<file path="src/pkg/wkdet_pkg.sv">
package wkdet_pkg;
  // ==========================================================
  // Counts and sizes
  localparam int NUM_WAKE = 3;
  localparam int NUM_AUX = 2;
  localparam int CLK_MHZ = 100;
  localparam int SHORT_FILTER_US = 16;
  localparam int LONG_FILTER_US = 64;
  localparam int SHORT_FILTER_CYC = SHORT_FILTER_US * CLK_MHZ;
  localparam int LONG_FILTER_CYC = LONG_FILTER_US * CLK_MHZ;
  localparam int CNT_W = 13;
  // ==========================================================
  // Chip operating modes
  localparam logic [1:0] MODE_NORMAL = 2'h0;
  localparam logic [1:0] MODE_STOP = 2'h1;
  localparam logic [1:0] MODE_SLEEP = 2'h2;
  localparam logic [1:0] MODE_FAILSAFE = 2'h3;
  // ==========================================================
  // Detect filter select codes
  localparam logic [1:0] FLT_STATIC_SHORT = 2'h0;
  localparam logic [1:0] FLT_STATIC_LONG = 2'h1;
  localparam logic [1:0] FLT_CYCLIC_T1 = 2'h2;
  localparam logic [1:0] FLT_CYCLIC_T2 = 2'h3;
  // ==========================================================
  // Input bias select codes
  localparam logic [1:0] BIAS_NONE = 2'h0;
  localparam logic [1:0] BIAS_DOWN = 2'h1;
  localparam logic [1:0] BIAS_UP = 2'h2;
  localparam logic [1:0] BIAS_AUTO = 2'h3;
  // ==========================================================
  // Reset values
  localparam logic [2:0] WAKE_ENABLE_RST = 3'h0;
  localparam logic [1:0] BIAS_RST = BIAS_NONE;
endpackage

</file>
<file path="src/verilog/wkdet_top.sv">
`timescale 1ns/10ps
// Overview of operation
// RL1 - Three independent high-voltage wake inputs
// RL2 - Both rising and falling edges signal
// RL3 - Interrupt in normal/stop, wake in sleep/failsafe
// RL4 - Static continuous or cyclic windowed detection
// RL5 - Cyclic sense uses timer one or two
// RL6 - Static filter is 16 or 64 us
// RL7 - Wake only if level holds whole filter
// RL8 - Per-pin wake enable bits
// RL9 - Latched per-pin wake source flags, always readable
// RL10 - Pin levels readable in normal and stop
// RL11 - Cyclic sense reports last sampled level
// RL12 - Fail outputs as wakes: 16us, aux status
// RL13 - Software selects pull-up or pull-down sources
// RL14 - Bias none, down, up, or automatic
// RL15 - Filter codes: 16us, 64us, sense_timer_one, sense_timer_two
// RL16 - Inputs synchronized, filter counted on clock
// RL17 - Wake flags stay until software clears
module wkdet_top
  import wkdet_pkg::*;
#(
  parameter int SHORT_CYC = wkdet_pkg::SHORT_FILTER_CYC,
  parameter int LONG_CYC = wkdet_pkg::LONG_FILTER_CYC
) (
  input wire logic clk, // 100 MHz clock
  input wire logic rst, // Synchronous reset, high
  input wire logic [1:0] chip_mode, // Operating mode of the chip
  input wire logic [2:0] wake_pin_n, // Raw wake pin levels
  input wire logic [1:0] fail_out_pin, // Fail output pin levels
  input wire logic [1:0] fail_out_wake_en, // Fail output used as wake
  input wire logic [2:0] wake_enable_control, // Per-pin wake enables
  input wire logic [5:0] detect_filter_select, // 2 bits per pin
  input wire logic [5:0] input_bias_select, // 2 bits per pin
  input wire logic sense_timer_one, // Timer one on-window
  input wire logic sense_timer_two, // Timer two on-window
  input wire logic [2:0] wake_source_clear, // Clear pulses
  input wire logic [1:0] aux_wake_source_clear, // Clear pulses
  output logic [2:0] wake_source_status, // Latched wake flags
  output logic [1:0] aux_wake_source_status, // Latched aux flags
  output logic [2:0] wake_pin_level_status, // Level readback
  output logic [2:0] pull_up_en, // Pull-up source on
  output logic [2:0] pull_down_en, // Pull-down source on
  output logic wake_irq, // One-cycle interrupt pulse
  output logic wake_up // One-cycle wake request pulse
);
  localparam int NCH = NUM_WAKE + NUM_AUX;

  // Filter counts must fit the counter and be at least one cycle
  if (SHORT_CYC < 1 || LONG_CYC < 1 || SHORT_CYC >= (1 << CNT_W) ||
      LONG_CYC >= (1 << CNT_W)) begin : g_bad_cnt
    $error("wkdet_top: filter counts out of range");
  end

  typedef struct packed {
    logic [NCH-1:0] sync1;
    logic [NCH-1:0] sync2;
    logic [NCH-1:0] stable;
    logic [NCH-1:0][CNT_W-1:0] cnt;
    logic [NCH-1:0] win_d;
    logic [2:0] level;
    logic [2:0] flag;
    logic [1:0] aux_flag;
    logic [2:0] pu;
    logic [2:0] pd;
    logic irq;
    logic wake;
  } wkdet_state_t;

  wkdet_state_t s;
  wkdet_state_t next_s;

  // ==========================================================
  // Per-channel filter parameters
  logic [NCH-1:0] raw_in;
  logic [NCH-1:0] win;
  logic [NCH-1:0] cyclic;
  logic [NCH-1:0][CNT_W-1:0] limit;

  assign raw_in = {fail_out_pin, wake_pin_n}; // [RL1] [RL12]

  genvar g;
  generate
    for (g = 0; g < NCH; g++) begin : g_ch
      if (g < NUM_WAKE) begin : g_wk
        logic [1:0] fsel;
        assign fsel = detect_filter_select[2*g +: 2];
        always_comb begin
          case (fsel) // [RL15]
            FLT_STATIC_SHORT: win[g] = 1'b1; // [RL4]
            FLT_STATIC_LONG: win[g] = 1'b1;
            FLT_CYCLIC_T1: win[g] = sense_timer_one; // [RL5]
            FLT_CYCLIC_T2: win[g] = sense_timer_two;
            default: win[g] = 1'b1;
          endcase
        end
        assign cyclic[g] = fsel[1];
        // [RL6]
        assign limit[g] = (fsel == FLT_STATIC_LONG) ?
          CNT_W'(LONG_CYC) : CNT_W'(SHORT_CYC);
      end else begin : g_aux
        assign win[g] = fail_out_wake_en[g-NUM_WAKE];
        assign cyclic[g] = 1'b0;
        assign limit[g] = CNT_W'(SHORT_CYC); // [RL12]
      end
    end
  endgenerate

  // ==========================================================
  // Next-state logic
  always_comb begin
    logic [NCH-1:0] edge_ok;
    edge_ok = '0;
    next_s = s;
    next_s.sync1 = raw_in; // [RL16]
    next_s.sync2 = s.sync1;
    next_s.win_d = win;
    for (int i = 0; i < NCH; i++) begin
      if (!win[i]) begin
        next_s.cnt[i] = '0;
        // Resume from the present level when the window reopens
        if (!s.win_d[i]) begin
          next_s.stable[i] = s.sync2[i];
        end
      end else if (s.sync2[i] == s.stable[i]) begin
        next_s.cnt[i] = '0; // [RL7]
      end else if (s.cnt[i] + CNT_W'(1) >= limit[i]) begin
        next_s.cnt[i] = '0;
        next_s.stable[i] = s.sync2[i];
        edge_ok[i] = 1'b1; // [RL2] [RL7]
      end else begin
        next_s.cnt[i] = s.cnt[i] + CNT_W'(1); // [RL16]
      end
    end
    for (int i = 0; i < NUM_WAKE; i++) begin
      if (cyclic[i]) begin
        if (win[i]) begin
          next_s.level[i] = s.sync2[i]; // [RL11]
        end
      end else begin
        next_s.level[i] = s.sync2[i]; // [RL10]
      end
      // Set wins over a same-cycle clear
      if (wake_source_clear[i]) begin
        next_s.flag[i] = 1'b0; // [RL17]
      end
      if (edge_ok[i] && wake_enable_control[i]) begin
        next_s.flag[i] = 1'b1; // [RL8] [RL9]
      end
      case (input_bias_select[2*i +: 2]) // [RL13] [RL14]
        BIAS_NONE: begin
          next_s.pu[i] = 1'b0;
          next_s.pd[i] = 1'b0;
        end
        BIAS_DOWN: begin
          next_s.pu[i] = 1'b0;
          next_s.pd[i] = 1'b1;
        end
        BIAS_UP: begin
          next_s.pu[i] = 1'b1;
          next_s.pd[i] = 1'b0;
        end
        BIAS_AUTO: begin
          next_s.pu[i] = s.sync2[i];
          next_s.pd[i] = !s.sync2[i];
        end
        default: begin
          next_s.pu[i] = 1'b0;
          next_s.pd[i] = 1'b0;
        end
      endcase
    end
    for (int j = 0; j < NUM_AUX; j++) begin
      if (aux_wake_source_clear[j]) begin
        next_s.aux_flag[j] = 1'b0;
      end
      if (edge_ok[NUM_WAKE+j]) begin
        next_s.aux_flag[j] = 1'b1; // [RL12]
      end
    end
    next_s.irq = 1'b0;
    next_s.wake = 1'b0;
    if ((|(edge_ok[NUM_WAKE-1:0] & wake_enable_control)) ||
        (|edge_ok[NCH-1:NUM_WAKE])) begin
      if (chip_mode == MODE_NORMAL || chip_mode == MODE_STOP) begin
        next_s.irq = 1'b1; // [RL3]
      end else begin
        next_s.wake = 1'b1; // [RL3]
      end
    end
  end

  // ==========================================================
  // State register
  always_ff @(posedge clk) begin
    if (rst) begin
      s <= '0;
      s.flag <= WAKE_ENABLE_RST;
    end else begin
      s <= next_s;
    end
  end

  assign wake_source_status = s.flag;
  assign aux_wake_source_status = s.aux_flag;
  assign wake_pin_level_status = s.level;
  assign pull_up_en = s.pu;
  assign pull_down_en = s.pd;
  assign wake_irq = s.irq;
  assign wake_up = s.wake;
endmodule // wkdet_top

</file>
<file path="config.mk">
export PLATFORM = sky130hd
export DESIGN_NAME = wkdet_top
export DESIGN_NICKNAME = d
export VERILOG_FILES = /design/src/pkg/wkdet_pkg.sv /design/src/verilog/wkdet_top.sv
export SDC_FILE = /design/constraint.sdc
export NUM_CORES = 1
export LEC_CHECK = 0
export BUFFER_PORTS_ARGS = -buffer_cell sky130_fd_sc_hd__clkbuf_2
export CAP_MARGIN = 25
export CORE_MARGIN = 1.5
export CORE_UTILIZATION = 53
export DETAILED_ROUTE_END_ITERATION = 8
export PLACE_DENSITY_LB_ADDON = 0.2
export SYNTH_ARGS = -nofsm -noshare
export SYNTH_HDL_FRONTEND = slang
export SYNTH_SLANG_ARGS = --single-unit
</file>
<file path="constraint.sdc">
create_clock -name clk -period 2.7 [get_ports clk]
set_input_delay 0 -clock clk [delete_from_list [all_inputs] [get_ports clk]]
set_output_delay 0 -clock clk [all_outputs]
set_load 0.05 [all_outputs]
</file>
After elaboration in Yosys (flattened, before gate mapping)
Cells that the tools add are included.
Cells by class
  reduce and logical (&&, ||, !) cells: 42
  add/sub/neg operators: 5
  eq/ne operators: 42
  bitwise operators: 7
  muxes and demuxes: 65
  order comparisons: 5
Operators by type and width (number)
  $add A13 B1 Y13 const B: 5
  $mux W1: 53
  $ge A13 B13 Y1: 3
  $mux W13: 3
  $pmux W1 S3: 9
  $ge A13 B11 Y1 const B: 2
  $eq A2 B2 Y1 const B: 12
  $ne A2 B1 Y1 const B: 11
  $reduce_or A2 Y1: 11
  $reduce_or A4 Y1: 5
  $reduce_and A3 Y1: 5
  $eq A2 B1 Y1 const B: 7
  $logic_not A2 Y1: 7
  $ne A2 B2 Y1 const B: 7
  $reduce_bool A2 Y1: 5
  $not A1 Y1: 6
  $eq A1 B1 Y1: 5
  $and A3 B3 Y3: 1
  $logic_and A1 B1 Y1: 3
  $logic_not A1 Y1: 3
  $reduce_or A3 Y1: 1
  $logic_or A1 B1 Y1: 2
Storage, ports and cells
  output and inout port bits: 16
  logic and storage cells: 191
  bits in registers: 101

Depth between registers and ports, before layout
  depth in word-level cells: 11
  gate-level depth with buffers: 13
  mapped depth without buffers: 13

Worst setup path before layout
No wires, ideal clock.
  path type: register -> register
  start point: register s[47] (netlist bit)
  end point: register s[88] (netlist bit)
  arrival time: 2.516 ns
  period minus slack after synthesis: 2.643 ns
  setup slack: 0.057 ns
  cell stages (with the launch flop): 13
  cells stage by stage: dfxtp_1 ha_1 and3_1 and3_1 xor2_1 ha_1 nand4_1 or3_1 nor4_1 a211oi_1 mux2i_1 mux2i_1 nor2_1
On the way
  word-level cells in the longest chain between the ends: 4
RTL lines
  start, declared: RTL line wkdet_top.sv:70  | wkdet_state_t s;
  start signal, assigned: RTL line wkdet_top.sv:200  | s <= next_s;
  $add A13 B1 Y13: RTL line wkdet_top.sv:127  | end else if (s.cnt[i] + CNT_W'(1) >= limit[i]) begin
  $ge A13 B13 Y1: RTL line wkdet_top.sv:127
  $ne A2 B1 Y1 (no source line)
  $reduce_and A3 Y1 (no source line)
Every way passes these cells.
A chain may end at the register's enable or synchronous reset.

Final worst setup path
  start point: register s[49] (netlist bit)
  end point: register s[88] (netlist bit)
The elaborated chain is that of the path after synthesis.

==> impl_metrics.py <==
metrics = {
    "timing": {
        "timing.final.crit_share_pct": 104,
        "whs_ps": 114,
        "maxSlewViolCount": 0,
        "worst_slew_pin_slew_ps": 652,
        "rsz0062_at_grt": "yes",
        "relSlewSlack_pct": 56.5,
        "finalHoldViolations": 0,
        "setup_violations": 32,
        "fmax_mhz": 354,
        "fin_ws_ps": -121,
        "layout_min_cycle_time_ps": 2820,
        "clock-skew-final_ps": 7.40,
    },
    "detailed_routing": {
        "drt-pass1-iter-count": 4,
        "num_vias": 4040,
        "wl_per_cell_um": 14.0,
        "drtAntennaViolNets": 0,
        "vias_per_cell": 5.29,
        "drt_iter0_drc": 109,
        "wl_um": 10700,
        "drc": 0,
    },
    "status": {
        "violations": "negative setup slack",
        "status": "finished with violations",
    },
    "synth": {
        "ys.flop_type": "dfxtp_1",
        "synth.distinct_cells": 52,
        "synth_area_um2": 4780,
        "synth_async_sr_flop_share_pct": 0,
        "avgSynthCellArea_um2": 9.09,
        "syn_inst": 526,
        "synth_seq_area_share_pct": 42.3,
        "synth-seq-cells": 101,
        "synth_warnings": 0,
        "synth_edf_count": 0,
    },
    "global_routing": {
        "grt_pass1_wl_um": 16400,
        "grt_pass1_vias": 3765,
        "grt.overflow.total": 0,
        "antenna_found_initial": 0,
        "track_usage_pct": 20.9,
        "grt_max_degree": 32,
    },
    "setup_path": {
        "arrival_ps": 3050,
        "critPathMaxFanout": 3,
        "worstSetupEndpointType": "register",
        "crit_type": "register to register",
        "cpPeakStageDelay_ps": 350,
        "critPathTopFamily": "simple AND/OR/NAND/NOR gates",
        "timing.rr.start": "s[49]$_SDFF_PP0_",
        "crit_buf_inv": 0,
        "crit_start": "s[49]$_SDFF_PP0_",
        "critPathRequiredTime_ps": 2930,
        "crit_slowest_cell": "dfxtp_2",
        "startpoint_type": "register",
        "crit_chain": "nand3_2, nor2_2, and3_4, nand4_1, xnor2_2, ha_1, nand4_1, or3_1, nor4_2, a211oi_2, mux2i_1, mux2i_1, nor2_1",
    },
    "finish": {
        "final_cells": 763,
        "finalNetCount": 706,
        "layout_common_cells": "85 x dfxtp_1, 51 x buf_4, 49 x nor2_1",
        "final_common_cell": "dfxtp_1",
        "final_core_util_pct": 72.8,
        "nFillCells": 631,
        "area_growth_pct": 32.7,
        "diodes": 0,
        "drive_above_1_share_pct": 31.8,
    },
    "power_and_ir_drop": {
        "ir_drop_mv": 0.305,
        "swShare_pct": 23.7,
        "power_frac_clock_pct": 34.6,
        "p_switching_w": 0.000633,
        "p_seq_share_pct": 57.1,
        "comb_power_share_pct": 8.2,
        "power.leakage_nw": 2.70,
        "power_density_nw_per_um2": 420,
        "p_int_w": 0.00204,
    },
    "clock_tree": {
        "tritoncts": "built",
        "clkTransAtPathRegs_ps": 90,
        "numCtsBuffers": 9,
        "cts_sinks": 101,
        "clockBufferDepth": 2,
        "cts_root_buf": "clkbuf_8",
        "clock_latency_ps": 360,
        "cts_htree_levels": 3,
    },
    "floorplan": {
        "die_y_um": 98.0,
        "num_rows": 34,
        "die_w_um": 98.0,
        "coreArea_um2": 8720,
        "die_area_um2": 9600,
        "io_pins": 49,
        "initial_core_util_pct": 54.8,
    },
    "run": {
        "maxCapViolCount": 0,
    },
    "placement": {
        "dpl.hpwl_um": 6920,
        "dp.cells": 695,
        "port_buffers": 47,
        "routabilityCongestion": 0.844,
    },
    "worst_hold_path": {
        "worst_hold_path_type": "primary input to register",
        "hp-start": "wake_enable_control[2]",
    },
}
logic make-up after synthesis:
logic type,after synthesis,synth area share (%)
fa+ha+maj,23,6.02
xor+xnor,57,10.4
buf+inv,43,4.63
other cells,1,0.0784
mux,15,3.17
compound gates,52,7.46
flops,101,42.3
simple gates,234,25.9
through the flow:
stage	power, W	instance area [um^2]	worst slack [ps]	TNS, ps
6_report	0.00267	6350	-121	-2490
5_1_grt	0.00277	6350	-244	-8070
4_1_cts	0.00269	5900	-126	-941
3_5_place_dp	0.00173	5300	-126	-812
3_3_place_gp	0.00172	5300	-14.9	-27.2
2_1_floorplan	0.00168	4790	56.9	0
power groups by stage:
stage | sequential (W) | clock [W] | combinational [W]
detailed placement | 0.00156 | 0 | 0.000165
finish | 0.00152 | 0.000924 | 0.000219
floorplan | 0.00156 | 0 | 0.000114
CTS | 0.00153 | 0.000960 | 0.000202
global placement | 0.00156 | 0 | 0.000162
global route | 0.00153 | 0.00101 | 0.000238
cells in the mapped netlist (14+ instances only):
| library cell | n | share of area, % |
|---|---|---|
| a21oi_1 | 14 | 1.5 |
| buf_4 | 15 | 2.4 |
| dfxtp_1 | 101 | 42 |
| ha_1 | 23 | 6.0 |
| inv_1 | 20 | 1.6 |
| mux2i_1 | 14 | 2.9 |
| nand2_1 | 28 | 2.2 |
| nand3_1 | 23 | 2.4 |
| nand4_1 | 23 | 3.0 |
| nor2_1 | 72 | 5.7 |
| nor2b_1 | 34 | 4.4 |
| xnor2_1 | 28 | 5.1 |
| xor2_1 | 29 | 5.3 |
state kept, by name (all words and copies together), names as in the netlist:
register / cells
pull_up_en: 3
wake_irq: 1
aux_wake_source_status: 2
next_s: 5
wake_pin_level_status: 3
s: 80
wake_up: 1
wake_source_status: 3
pull_down_en: 3
timing repair:
action,in CTS,in global routing
endpoints found under the setup margin,36,52
gates resized for setup,26,74
pin swaps,25,36
cloned,0,2
hold endpoints to repair,23,0
buffers inserted,9,15
hold buffers,27,0
path summary, 6_finish.rpt:
path | to | slack, ps | cells after the start
setup / recovery | s[88]$_SDFFE_PP0P_ | -120 | 13
hold / removal | wake_source_status[2]$_SDFFE_PP0P_ | 110 | 4
setup reg to reg | s[88]$_SDFFE_PP0P_ | -120 | 13
hold reg to reg | s[94]$_SDFF_PP0_ | 440 | 1
area by class of cell:
type	instances	area, um^2	area share [%]
well taps	108	135	2.13
clock buffers	9	124	1.95
repair buffers	133	1020	16.1
clock inverters	7	66.3	1.04
flip-flops and latches	101	2050	32.3
inverters	20	75.1	1.18
multi-input cells	385	2870	45.3
tightest hold or removal path, delay by kind of cell:
| family | cells | cell delay [ps] |
|---|---|---|
| and+or+nand+nor | 2 | 180 |
| buffers and inverters | 1 | 90 |
| AOI/OAI and AO/OA | 1 | 150 |
metal layers:
layer  wire length, um  share of wire [%]  track usage [%]
met4               137                1.3             6.70
met1              4820                 45             25.9
met5                 0                  0                0
met2              5360                 50             35.8
met3               366                3.4             5.01
No activity file was read; power rests on OpenSTA's default activity.
